==> src/uart_shadow_pkg.sv <==
// package: shared constants and types for the shadow data path
`default_nettype none
package uart_shadow_pkg;
  localparam int BYTE_W = 8;
  localparam int FIFO_DEPTH = 16;
  localparam int EV_W = 4;
  // sixteen aliased words; four of them are listed by name
  localparam logic [31:0] ALIAS_BASE = 32'h5002_0130;
  localparam logic [31:0] ALIAS_SPAN = 32'h0000_0040;
  localparam logic [31:0] ALIAS9_ADDR = 32'h5002_0154;
  localparam logic [31:0] ALIAS10_ADDR = 32'h5002_0158;
  localparam logic [31:0] ALIAS11_ADDR = 32'h5002_015C;
  localparam logic [31:0] ALIAS12_ADDR = 32'h5002_0160;
  localparam logic [31:0] CTRL_ADDR = 32'h5002_0200;
  localparam logic [31:0] LSTAT_ADDR = 32'h5002_0204;
  localparam logic [31:0] INT_STAT_ADDR = 32'h5002_0208;
  localparam logic [31:0] INT_MASK_ADDR = 32'h5002_020C;
  localparam logic [31:0] DIV_ADDR = 32'h5002_0210;
  localparam int CTRL_FIFO_EN_BIT = 0;
  localparam int CTRL_IR_BIT = 1;
  localparam int LS_DR_BIT = 0;
  localparam int LS_OE_BIT = 1;
  localparam int LS_TX_HOLDING_EMPTY_FLAG_BIT = 5;
  localparam int LS_TEMT_BIT = 6;
  localparam int EV_RX_BIT = 0;
  localparam int EV_OE_BIT = 1;
  localparam int EV_TXE_BIT = 2;
  localparam int EV_LOST_BIT = 3;
  localparam logic [1:0] CTRL_RST = 2'h0;
  localparam logic [15:0] DIV_RST = 16'h0001;
  localparam logic [EV_W-1:0] INT_RST = 4'h0;
  localparam logic [7:0] ALIAS_RST = 8'h00;
  localparam logic [3:0] OVERSAMPLE_LAST = 4'hF;
  localparam logic [3:0] RX_MID_TICK = 4'h7;
  localparam logic [3:0] IR_PULSE_TICKS = 4'h3;
  localparam logic [2:0] LAST_DATA_BIT = 3'h7;
  typedef enum logic [3:0] {
    S_IDLE = 4'h1,
    S_START = 4'h2,
    S_DATA = 4'h4,
    S_STOP = 4'h8
  } serial_state_t;
endpackage : uart_shadow_pkg
`default_nettype wire

==> src/queue_if.sv <==
// interface: push/pop port between the data path and a byte queue
`default_nettype none
interface queue_if #(
  parameter int W = 8
);
  logic push;
  logic pop;
  logic single;
  logic overwrite;
  logic full;
  logic empty;
  logic [W-1:0] wdata;
  logic [W-1:0] head;
  modport owner (output push, pop, single, overwrite, wdata,
                 input head, full, empty);
  modport store (input push, pop, single, overwrite, wdata,
                 output head, full, empty);
endinterface : queue_if
`default_nettype wire

==> src/byte_queue.sv <==
// module: byte queue with one-entry overwrite mode
`default_nettype none
module byte_queue #(
  parameter int W = 8,
  parameter int DEPTH = 16
) (
  input wire logic i_clk,
  input wire logic i_rst_n,
  input wire logic i_ce,
  queue_if.store q
);
  localparam int AW = (DEPTH > 1) ? $clog2(DEPTH) : 1;
  logic [W-1:0] mem [DEPTH];
  logic [AW-1:0] rd_ptr, wr_ptr, next_rd, next_wr, wr_at;
  logic [AW:0] count, next_count;
  logic cap_full, do_pop, do_push, do_ow;

  function automatic logic [AW-1:0] bump(input logic [AW-1:0] p);
    return (p == AW'(DEPTH - 1)) ? '0 : AW'(p + 1'b1);
  endfunction : bump

  always_comb begin
    cap_full = q.single ? (count != '0) : (count == (AW + 1)'(DEPTH));
    do_pop = q.pop & (count != '0);
    do_push = q.push & (~cap_full | do_pop);
    do_ow = q.push & cap_full & ~do_pop & q.overwrite;
    next_rd = do_pop ? bump(rd_ptr) : rd_ptr;
    next_wr = do_push ? bump(wr_ptr) : wr_ptr;
    wr_at = do_ow ? rd_ptr : wr_ptr;
    unique case ({do_push, do_pop})
      2'b10: next_count = (AW + 1)'(count + 1'b1);
      2'b01: next_count = (AW + 1)'(count - 1'b1);
      default: next_count = count;
    endcase
  end

  assign q.full = cap_full;
  assign q.empty = (count == '0);
  assign q.head = mem[rd_ptr];

  always_ff @(posedge i_clk) begin
    if (!i_rst_n) begin
      rd_ptr <= '0;
      wr_ptr <= '0;
      count <= '0;
    end else if (i_ce) begin
      rd_ptr <= next_rd;
      wr_ptr <= next_wr;
      count <= next_count;
      if (do_push || do_ow) begin
        mem[wr_at] <= q.wdata;
      end
    end
  end
endmodule : byte_queue
`default_nettype wire

==> src/baud_tick.sv <==
// module: oversampling tick divider
`default_nettype none
module baud_tick (
  input wire logic i_clk,
  input wire logic i_rst_n,
  input wire logic i_ce,
  input wire logic [15:0] i_divisor,
  output logic o_tick
);
  logic [15:0] cnt, next_cnt;
  logic next_tick;

  // divisor of zero behaves as one: a tick every cycle
  always_comb begin
    next_tick = 1'b0;
    next_cnt = 16'(cnt - 1'b1);
    if (cnt <= 16'h0001) begin
      next_tick = 1'b1;
      next_cnt = i_divisor;
    end
  end

  always_ff @(posedge i_clk) begin
    if (!i_rst_n) begin
      cnt <= uart_shadow_pkg::DIV_RST;
      o_tick <= 1'b0;
    end else if (i_ce) begin
      cnt <= next_cnt;
      o_tick <= next_tick;
    end
  end
endmodule : baud_tick
`default_nettype wire

==> src/uart_shadow_data_access.sv <==
// module: uart data path behind sixteen aliased apb words
//
// Chosen here: the APB register port.
`default_nettype none
module uart_shadow_data_access #(
  parameter int DEPTH = uart_shadow_pkg::FIFO_DEPTH
) (
  input wire logic i_clk,
  input wire logic i_rst_n,
  input wire logic i_ce,
  input wire logic i_psel,
  input wire logic i_penable,
  input wire logic i_pwrite,
  input wire logic [31:0] i_paddr,
  input wire logic [31:0] i_pwdata,
  input wire logic [3:0] i_pstrb,
  output logic [31:0] o_prdata,
  output logic o_pready,
  output logic o_pslverr,
  input wire logic i_sin,
  input wire logic i_sir_in,
  output logic o_sout,
  output logic o_sir_out_n,
  output logic o_irq
);
  localparam int EW = uart_shadow_pkg::EV_W;

  queue_if #(.W(uart_shadow_pkg::BYTE_W)) rxq ();
  queue_if #(.W(uart_shadow_pkg::BYTE_W)) txq ();

  logic tick;
  logic fifo_en, ir_mode, oe_flag, tx_holding_empty_flag_q;
  logic next_fifo_en, next_ir_mode, next_oe_flag;
  logic [15:0] divisor, next_divisor;
  logic [EW-1:0] int_stat, int_mask, next_int_stat, next_int_mask;
  logic [EW-1:0] events;
  logic [31:0] next_prdata, rd_val, lstat, alias_off;
  logic setup, access, wr, rd, mapped, tx_holding_empty_flag, temt;
  logic alias_hit, ctrl_hit, lstat_hit, istat_hit, imask_hit, div_hit;

  byte_queue #(.W(uart_shadow_pkg::BYTE_W), .DEPTH(DEPTH)) u_rxq (
    .i_clk(i_clk),
    .i_rst_n(i_rst_n),
    .i_ce(i_ce),
    .q(rxq.store)
  );

  byte_queue #(.W(uart_shadow_pkg::BYTE_W), .DEPTH(DEPTH)) u_txq (
    .i_clk(i_clk),
    .i_rst_n(i_rst_n),
    .i_ce(i_ce),
    .q(txq.store)
  );

  baud_tick u_baud (
    .i_clk(i_clk),
    .i_rst_n(i_rst_n),
    .i_ce(i_ce),
    .i_divisor(divisor),
    .o_tick(tick)
  );

  ////////////////////////////////////////////////////////////////////////////
  // apb decode

  always_comb begin
    alias_off = i_paddr - uart_shadow_pkg::ALIAS_BASE;
    // any of the sixteen words hits the same data path
    alias_hit = (alias_off < uart_shadow_pkg::ALIAS_SPAN) &&
                (i_paddr[1:0] == 2'h0);
    ctrl_hit = (i_paddr == uart_shadow_pkg::CTRL_ADDR);
    lstat_hit = (i_paddr == uart_shadow_pkg::LSTAT_ADDR);
    istat_hit = (i_paddr == uart_shadow_pkg::INT_STAT_ADDR);
    imask_hit = (i_paddr == uart_shadow_pkg::INT_MASK_ADDR);
    div_hit = (i_paddr == uart_shadow_pkg::DIV_ADDR);
    mapped = alias_hit | ctrl_hit | lstat_hit | istat_hit | imask_hit |
             div_hit;
    setup = i_psel & ~i_penable;
    access = i_psel & i_penable & i_ce;
    wr = access & i_pwrite;
    rd = access & ~i_pwrite;
  end

  // zero-wait slave; a frozen clock enable stretches the access
  assign o_pready = i_ce;
  assign o_pslverr = i_psel & i_penable & ~mapped;
  assign o_irq = |(int_stat & int_mask);

  ////////////////////////////////////////////////////////////////////////////
  // serial receive, uart or infrared

  uart_shadow_pkg::serial_state_t rx_state, next_rx_state;
  logic [3:0] rx_tcnt, next_rx_tcnt, ir_hold, next_ir_hold;
  logic [2:0] rx_bits, next_rx_bits;
  logic [7:0] rx_shift, next_rx_shift;
  logic sin_meta, sin_sync, sir_meta, sir_sync, rx_line, rx_done;

  // an infrared zero is a short high pulse; stretch it over the bit
  assign rx_line = ir_mode ? ~(sir_sync | (ir_hold != 4'h0)) : sin_sync;

  always_comb begin
    next_rx_state = rx_state;
    next_rx_tcnt = rx_tcnt;
    next_rx_bits = rx_bits;
    next_rx_shift = rx_shift;
    next_ir_hold = ir_hold;
    rx_done = 1'b0;
    if (sir_sync) begin
      next_ir_hold = uart_shadow_pkg::OVERSAMPLE_LAST;
    end else if (tick && ir_hold != 4'h0) begin
      next_ir_hold = 4'(ir_hold - 1'b1);
    end
    if (tick) begin
      next_rx_tcnt = 4'(rx_tcnt + 1'b1);
      unique case (rx_state)
        uart_shadow_pkg::S_IDLE: begin
          next_rx_tcnt = 4'h0;
          if (!rx_line) begin
            next_rx_state = uart_shadow_pkg::S_START;
          end
        end
        uart_shadow_pkg::S_START: begin
          if (rx_tcnt == uart_shadow_pkg::RX_MID_TICK) begin
            next_rx_tcnt = 4'h0;
            next_rx_bits = 3'h0;
            next_rx_state = rx_line ? uart_shadow_pkg::S_IDLE :
                                      uart_shadow_pkg::S_DATA;
          end
        end
        uart_shadow_pkg::S_DATA: begin
          if (rx_tcnt == uart_shadow_pkg::OVERSAMPLE_LAST) begin
            next_rx_shift = {rx_line, rx_shift[7:1]};
            next_rx_bits = 3'(rx_bits + 1'b1);
            if (rx_bits == uart_shadow_pkg::LAST_DATA_BIT) begin
              next_rx_state = uart_shadow_pkg::S_STOP;
            end
          end
        end
        uart_shadow_pkg::S_STOP: begin
          if (rx_tcnt == uart_shadow_pkg::OVERSAMPLE_LAST) begin
            next_rx_state = uart_shadow_pkg::S_IDLE;
            // a bad stop bit drops the character
            rx_done = rx_line;
          end
        end
      endcase
    end
  end

  always_ff @(posedge i_clk) begin
    if (!i_rst_n) begin
      sin_meta <= 1'b1;
      sin_sync <= 1'b1;
      sir_meta <= 1'b0;
      sir_sync <= 1'b0;
      rx_state <= uart_shadow_pkg::S_IDLE;
      rx_tcnt <= 4'h0;
      rx_bits <= 3'h0;
      rx_shift <= uart_shadow_pkg::ALIAS_RST;
      ir_hold <= 4'h0;
    end else if (i_ce) begin
      sin_meta <= i_sin;
      sin_sync <= sin_meta;
      sir_meta <= i_sir_in;
      sir_sync <= sir_meta;
      rx_state <= next_rx_state;
      rx_tcnt <= next_rx_tcnt;
      rx_bits <= next_rx_bits;
      rx_shift <= next_rx_shift;
      ir_hold <= next_ir_hold;
    end
  end

  // fifo off: single slot that a new byte overwrites
  assign rxq.single = ~fifo_en;
  assign rxq.overwrite = ~fifo_en;
  assign rxq.push = rx_done;
  assign rxq.wdata = rx_shift;
  assign rxq.pop = rd & alias_hit;

  ////////////////////////////////////////////////////////////////////////////
  // serial transmit, uart or infrared

  uart_shadow_pkg::serial_state_t tx_state, next_tx_state;
  logic [3:0] tx_tcnt, next_tx_tcnt;
  logic [2:0] tx_bits, next_tx_bits;
  logic [7:0] tx_shift, next_tx_shift;
  logic tx_line, tx_pop, next_sout, next_sir_n;

  always_comb begin
    next_tx_state = tx_state;
    next_tx_tcnt = tx_tcnt;
    next_tx_bits = tx_bits;
    next_tx_shift = tx_shift;
    tx_pop = 1'b0;
    unique case (tx_state)
      uart_shadow_pkg::S_START: tx_line = 1'b0;
      uart_shadow_pkg::S_DATA: tx_line = tx_shift[0];
      default: tx_line = 1'b1;
    endcase
    if (tx_state == uart_shadow_pkg::S_IDLE) begin
      if (!txq.empty) begin
        tx_pop = 1'b1;
        next_tx_shift = txq.head;
        next_tx_tcnt = 4'h0;
        next_tx_state = uart_shadow_pkg::S_START;
      end
    end else if (tick) begin
      next_tx_tcnt = 4'(tx_tcnt + 1'b1);
      if (tx_tcnt == uart_shadow_pkg::OVERSAMPLE_LAST) begin
        unique case (tx_state)
          uart_shadow_pkg::S_START: begin
            next_tx_bits = 3'h0;
            next_tx_state = uart_shadow_pkg::S_DATA;
          end
          uart_shadow_pkg::S_DATA: begin
            next_tx_shift = {1'b1, tx_shift[7:1]};
            next_tx_bits = 3'(tx_bits + 1'b1);
            if (tx_bits == uart_shadow_pkg::LAST_DATA_BIT) begin
              next_tx_state = uart_shadow_pkg::S_STOP;
            end
          end
          default: next_tx_state = uart_shadow_pkg::S_IDLE;
        endcase
      end
    end
    // infrared: a low pulse of three ticks marks every zero bit
    next_sout = ir_mode | tx_line;
    next_sir_n = ~(ir_mode & ~tx_line &
                   (tx_tcnt < uart_shadow_pkg::IR_PULSE_TICKS));
  end

  always_ff @(posedge i_clk) begin
    if (!i_rst_n) begin
      tx_state <= uart_shadow_pkg::S_IDLE;
      tx_tcnt <= 4'h0;
      tx_bits <= 3'h0;
      tx_shift <= uart_shadow_pkg::ALIAS_RST;
      o_sout <= 1'b1;
      o_sir_out_n <= 1'b1;
    end else if (i_ce) begin
      tx_state <= next_tx_state;
      tx_tcnt <= next_tx_tcnt;
      tx_bits <= next_tx_bits;
      tx_shift <= next_tx_shift;
      o_sout <= next_sout;
      o_sir_out_n <= next_sir_n;
    end
  end

  // fifo off: one holding slot, later writes replace it
  assign txq.single = ~fifo_en;
  assign txq.overwrite = ~fifo_en;
  assign txq.push = wr & alias_hit & i_pstrb[0];
  assign txq.wdata = i_pwdata[7:0];
  assign txq.pop = tx_pop;

  ////////////////////////////////////////////////////////////////////////////
  // registers, status and interrupts

  assign tx_holding_empty_flag = txq.empty;
  assign temt = txq.empty & (tx_state == uart_shadow_pkg::S_IDLE);

  always_comb begin
    lstat = 32'h0000_0000;
    lstat[uart_shadow_pkg::LS_DR_BIT] = ~rxq.empty;
    lstat[uart_shadow_pkg::LS_OE_BIT] = oe_flag;
    lstat[uart_shadow_pkg::LS_TX_HOLDING_EMPTY_FLAG_BIT] = tx_holding_empty_flag;
    lstat[uart_shadow_pkg::LS_TEMT_BIT] = temt;
    rd_val = 32'h0000_0000;
    if (alias_hit) begin
      // upper bits stay zero; an empty queue reads as zero
      rd_val[7:0] = rxq.empty ? uart_shadow_pkg::ALIAS_RST :
                                rxq.head;
    end else if (ctrl_hit) begin
      rd_val[uart_shadow_pkg::CTRL_FIFO_EN_BIT] = fifo_en;
      rd_val[uart_shadow_pkg::CTRL_IR_BIT] = ir_mode;
    end else if (lstat_hit) begin
      rd_val = lstat;
    end else if (istat_hit) begin
      rd_val[EW-1:0] = int_stat;
    end else if (imask_hit) begin
      rd_val[EW-1:0] = int_mask;
    end else if (div_hit) begin
      rd_val[15:0] = divisor;
    end
  end

  always_comb begin
    events = '0;
    events[uart_shadow_pkg::EV_RX_BIT] = rx_done;
    events[uart_shadow_pkg::EV_OE_BIT] = rx_done & rxq.full &
                                         ~rxq.pop;
    events[uart_shadow_pkg::EV_TXE_BIT] = tx_holding_empty_flag & ~tx_holding_empty_flag_q;
    events[uart_shadow_pkg::EV_LOST_BIT] = txq.push & txq.full &
                                           fifo_en & ~txq.pop;
    next_fifo_en = fifo_en;
    next_ir_mode = ir_mode;
    next_divisor = divisor;
    next_int_mask = int_mask;
    next_int_stat = int_stat;
    if (wr && i_pstrb[0]) begin
      if (ctrl_hit) begin
        next_fifo_en = i_pwdata[uart_shadow_pkg::CTRL_FIFO_EN_BIT];
        next_ir_mode = i_pwdata[uart_shadow_pkg::CTRL_IR_BIT];
      end
      if (imask_hit) begin
        next_int_mask = i_pwdata[EW-1:0];
      end
      if (istat_hit) begin
        next_int_stat = int_stat & ~i_pwdata[EW-1:0];
      end
      if (div_hit) begin
        next_divisor[7:0] = i_pwdata[7:0];
      end
    end
    if (wr && i_pstrb[1] && div_hit) begin
      next_divisor[15:8] = i_pwdata[15:8];
    end
    // a new event beats a clear in the same cycle
    next_int_stat = next_int_stat | events;
    next_oe_flag = (oe_flag & ~(rd & lstat_hit)) |
                   events[uart_shadow_pkg::EV_OE_BIT];
    next_prdata = setup ? rd_val : o_prdata;
  end

  always_ff @(posedge i_clk) begin
    if (!i_rst_n) begin
      fifo_en <= uart_shadow_pkg::CTRL_RST[uart_shadow_pkg::CTRL_FIFO_EN_BIT];
      ir_mode <= uart_shadow_pkg::CTRL_RST[uart_shadow_pkg::CTRL_IR_BIT];
      divisor <= uart_shadow_pkg::DIV_RST;
      int_mask <= uart_shadow_pkg::INT_RST;
      int_stat <= uart_shadow_pkg::INT_RST;
      oe_flag <= 1'b0;
      tx_holding_empty_flag_q <= 1'b1;
      o_prdata <= 32'h0000_0000;
    end else if (i_ce) begin
      fifo_en <= next_fifo_en;
      ir_mode <= next_ir_mode;
      divisor <= next_divisor;
      int_mask <= next_int_mask;
      int_stat <= next_int_stat;
      oe_flag <= next_oe_flag;
      tx_holding_empty_flag_q <= tx_holding_empty_flag;
      o_prdata <= next_prdata;
    end
  end
endmodule : uart_shadow_data_access
`default_nettype wire

==> config.mk <==
export PLATFORM = sky130hd
export DESIGN_NAME = uart_shadow_data_access
export DESIGN_NICKNAME = d
export VERILOG_FILES = /design/src/uart_shadow_pkg.sv /design/src/queue_if.sv /design/src/byte_queue.sv /design/src/baud_tick.sv /design/src/uart_shadow_data_access.sv
export SDC_FILE = /design/constraint.sdc
export NUM_CORES = 1
export LEC_CHECK = 0
export ABC_AREA = 1
export BUFFER_PORTS_ARGS = -buffer_cell sky130_fd_sc_hd__buf_4
export CAP_MARGIN = 0
export CORE_ASPECT_RATIO = 0.75
export CORE_MARGIN = 5
export CORE_UTILIZATION = 35
export CTS_CLUSTER_SIZE = 30
export DETAILED_ROUTE_END_ITERATION = 8
export GPL_ROUTABILITY_DRIVEN = 0
export PLACE_DENSITY = 0.5
export SYNTH_ARGS = -nofsm -noshare
export SYNTH_HDL_FRONTEND = slang
export SYNTH_SLANG_ARGS = --single-unit
==> constraint.sdc <==
create_clock -name i_clk -period 4.1 [get_ports i_clk]
set_input_delay 0.615 -clock i_clk [delete_from_list [all_inputs] [get_ports i_clk]]
set_output_delay 0.615 -clock i_clk [all_outputs]
set_load 0.01 [all_outputs]
==> impl_metrics.tcl <==
set metrics [dict create \
    ys_seq_elements 399 \
    cp_common_cell "inv_1" \
    cts-root-buf "clkbuf_16" \
    drv_slew 0 \
    cap_violations 0 \
    worst_pin_slew_ns 1.03 \
    setup_slack_ns 0.739 \
    synthTopCellsByArea "edfxtp_1, dfxtp_1, nand2_1" \
    cts_hold_buf 0 \
    crit_end "o_pslverr" \
    synth_common_cells "edfxtp_1, nand2_1, inv_1, nor2_1, o21ai_0" \
    pre_cts_slack_ns 0.178 \
    rrSetupSlack_ns 0.86 \
    path_cells "buf_4 > nor2_1 > inv_1 > nor3_1 > nand3_1 > nor2_1 > inv_1 > nor3_1 > inv_1 > nand3_1 > nor4_1 > buf_4" \
    grt_setup_unrepaired "no" \
    yosysTopAreaCell "edfxtp_1" \
    post_cts_buffers 0 \
    setup_viol 0 \
    hold_ws_ns 0.264 \
    crit_fanout 7 \
    syn_area_per_cell_um2 9.59 \
    r2r_start "u_rxq.count[1]$_SDFFE_PN0P_" \
    hold_path_depth 3 \
    nNetsFinal 2119 \
    h-tree-depth 2 \
    netlist_area_um2 18400 \
    drt.antenna.violating_nets 0 \
    cts-buffers-inserted 44 \
    setup.worst_path.end_class "output port" \
    grt_pass1_wl_mm 75.7 \
    first_pass_iters 5 \
    cp_slowest_cell "nor3_1" \
    grt_max_degree 69 \
    synth_top_area_share_pct 41.8 \
    drcViolationCount 0 \
    die_w_um 275 \
    synth_flop_cell "edfxtp_1" \
    cp-start-kind "input pin" \
    startpoint "i_paddr[10]" \
    crit_buf_inv 5 \
    synth_cells 1919 \
    synth_edf_count 256 \
    vias 13900 \
    rows 72 \
    r2r-end "u_rxq.count[4]$_SDFFE_PN0P_" \
    port_buffers 78 \
    start_util_pct 35.5 \
    relSlewSlack_pct 31.2 \
    grt_pass1_vias 13400 \
    coreArea_um2 51800 \
    clock-sinks 399 \
    pin_count 113 \
    drtIter0Drc 1083 \
    worst-path-stages 12 \
    die_area_um2 57300 \
    clk_latency_ns 0.57 \
    period_share_pct 82.0 \
    cts-resized-gates 0 \
    outcome "complete, no violations" \
    clkSlewWorstSetupHoldPaths_ns 0.06 \
    crit_arrival_ns 2.75 \
    hold_class "in2reg" \
    antenna_found_initial 0 \
    dpl.cell_count 2678 \
    fmax_mhz 298 \
    synth_cell_types 53 \
    worst_r2r_path_depth 18 \
    tritoncts "done" \
    synth_async_sr_flop_share_pct 0 \
    synth-warning-count 0 \
    instances_no_fill 2758 \
    grtUsageTotal_pct 16.5 \
    hpwl_mm 32.9 \
    peakVddDrop_mv 0.283 \
    fp.dieH_um 209 \
    diodes 0 \
    fin_crit_ns 3.36 \
    fin_tns_setup_ns 0 \
    yosysMostFrequentCell "edfxtp_1" \
    vias_per_cell 5.04 \
    p_per_area_nw_per_um2 446 \
    ys_seq_area_share_pct 57.3 \
    cts_buffer_depth 3 \
    path_class "in2out" \
    crit_family "simple AND/OR/NAND/NOR gates" \
    p_leak_uw 0.00794 \
    syn_to_final_growth_pct 15.9 \
    hold_viol 0 \
    slowest_delay_ns 0.37 \
    worstPathRequired_ns 3.48 \
    routed_wl_mm 48.1 \
    overflow 0 \
    drive_gt1_share_pct 12.4 \
    fin_worst_skew_ns 0.0171 \
    wl_per_cell_um 17.4 \
]
## how the worst min path moves through the flow
stage / start / end / slack (ns)
floorplan: u_rxq.count[4]$_SDFFE_PN0P_ / u_rxq.count[4]$_SDFFE_PN0P_ / 0.42
global placement: u_rxq.count[4]$_SDFFE_PN0P_ / u_rxq.count[4]$_SDFFE_PN0P_ / 0.44
detailed placement: tx_shift[2]$_SDFFE_PN0P_ / tx_shift[2]$_SDFFE_PN0P_ / 0.46
CTS: i_sin / sin_meta$_SDFFE_PN1P_ / 0.23
global route: i_sin / sin_meta$_SDFFE_PN1P_ / 0.26
finish: i_sin / sin_meta$_SDFFE_PN1P_ / 0.26
## per-stage QoR
step	util (%)	area [µm²]	total power, µW
final	41.2	21300	9510
after global routing	41.2	21300	9950
after CTS	41.2	21300	9620
after detailed placement	38.6	20000	5780
after global placement	38.6	20000	5760
after floorplan	-	18500	5410
## placed cells by master (no fill, tap or decap), types with 54 or more instances in the layout
cell type / Yosys / routed
o211ai_1: 72 / 72
inv_1: 217 / 216
nor2_1: 215 / 215
nand2_1: 253 / 253
nand3_1: 98 / 98
a21oi_1: 137 / 137
buf_4: 18 / 133
dfxtp_1: 143 / 140
mux2i_1: 54 / 54
o21ai_0: 145 / 145
edfxtp_1: 256 / 256
## power by group
group          switching, µW  leakage [µW]  internal [µW]
clock network           1600      0.000663           2210
registers                103       0.00358           4350
logic                    824       0.00370            425
## worst reg2reg max path, stage by stage (launching register included)
cell     delay [ns]
dfxtp_1        0.35
nor4_1         0.32
inv_1          0.09
nor2_1         0.34
inv_1          0.28
nand3_2        0.18
nand2_2        0.11
ha_1           0.22
xor2_1         0.17
ha_1           0.19
a21o_1         0.17
nand2_1        0.07
nand2_1        0.05
a21oi_1        0.12
inv_1          0.06
o21ai_0        0.13
a21oi_1        0.06
o21ai_0        0.15
a21oi_1        0.06
## layout make-up
type | count | area, µm²
clock inverters | 29 | 243
clock buffers | 51 | 1130
fillers | 4987 | 30500
multi-input cells | 1219 | 6680
well taps | 703 | 880
flip-flops and latches | 399 | 10600
inverters | 223 | 842
repair buffers | 134 | 1020
## kinds of logic (layout without fill, tap and decap cells)
logic type | after synthesis | in the layout | share of synthesized area (%)
simple gates | 685 | 685 | 16.8
flops | 399 | 399 | 57.3
compound gates | 425 | 425 | 13.8
mux | 54 | 54 | 2.94
fa+ha+maj | 22 | 22 | 1.54
xor+xnor | 17 | 17 | 0.809
buf+inv | 316 | 437 | 6.84
other cells | 1 | 16 | 0.0204
## routing by layer
layer | vias to the layer above | track usage, % | share of wire, %
met5 | - | 0 | 0
met4 | 0 | 3.41 | 1.8
met3 | 64 | 2.99 | 5.4
met2 | 304 | 24.9 | 43
met1 | 6658 | 25.1 | 50
li1 | 6872 | - | -
## registers in the layout (all words and copies together) (netlist names), 4 cells and up, named ones only
| signal | flops |
|---|---|
| rx_shift | 8 |
| u_txq.rd_ptr | 4 |
| divisor | 16 |
| tx_shift | 8 |
| int_mask | 4 |
| u_txq.wr_ptr | 4 |
| u_txq.count | 5 |
| tx_tcnt | 4 |
| ir_hold | 4 |
| u_rxq.count | 5 |
| o_prdata | 16 |
| rx_tcnt | 4 |
| u_rxq.wr_ptr | 4 |
| rx_state | 4 |
| u_rxq.mem | 128 |
| tx_state | 4 |
| u_txq.mem | 128 |
| int_stat | 4 |
| u_rxq.rd_ptr | 4 |
| u_baud.cnt | 16 |
Note: power is estimated with default switching activity, not from simulation.
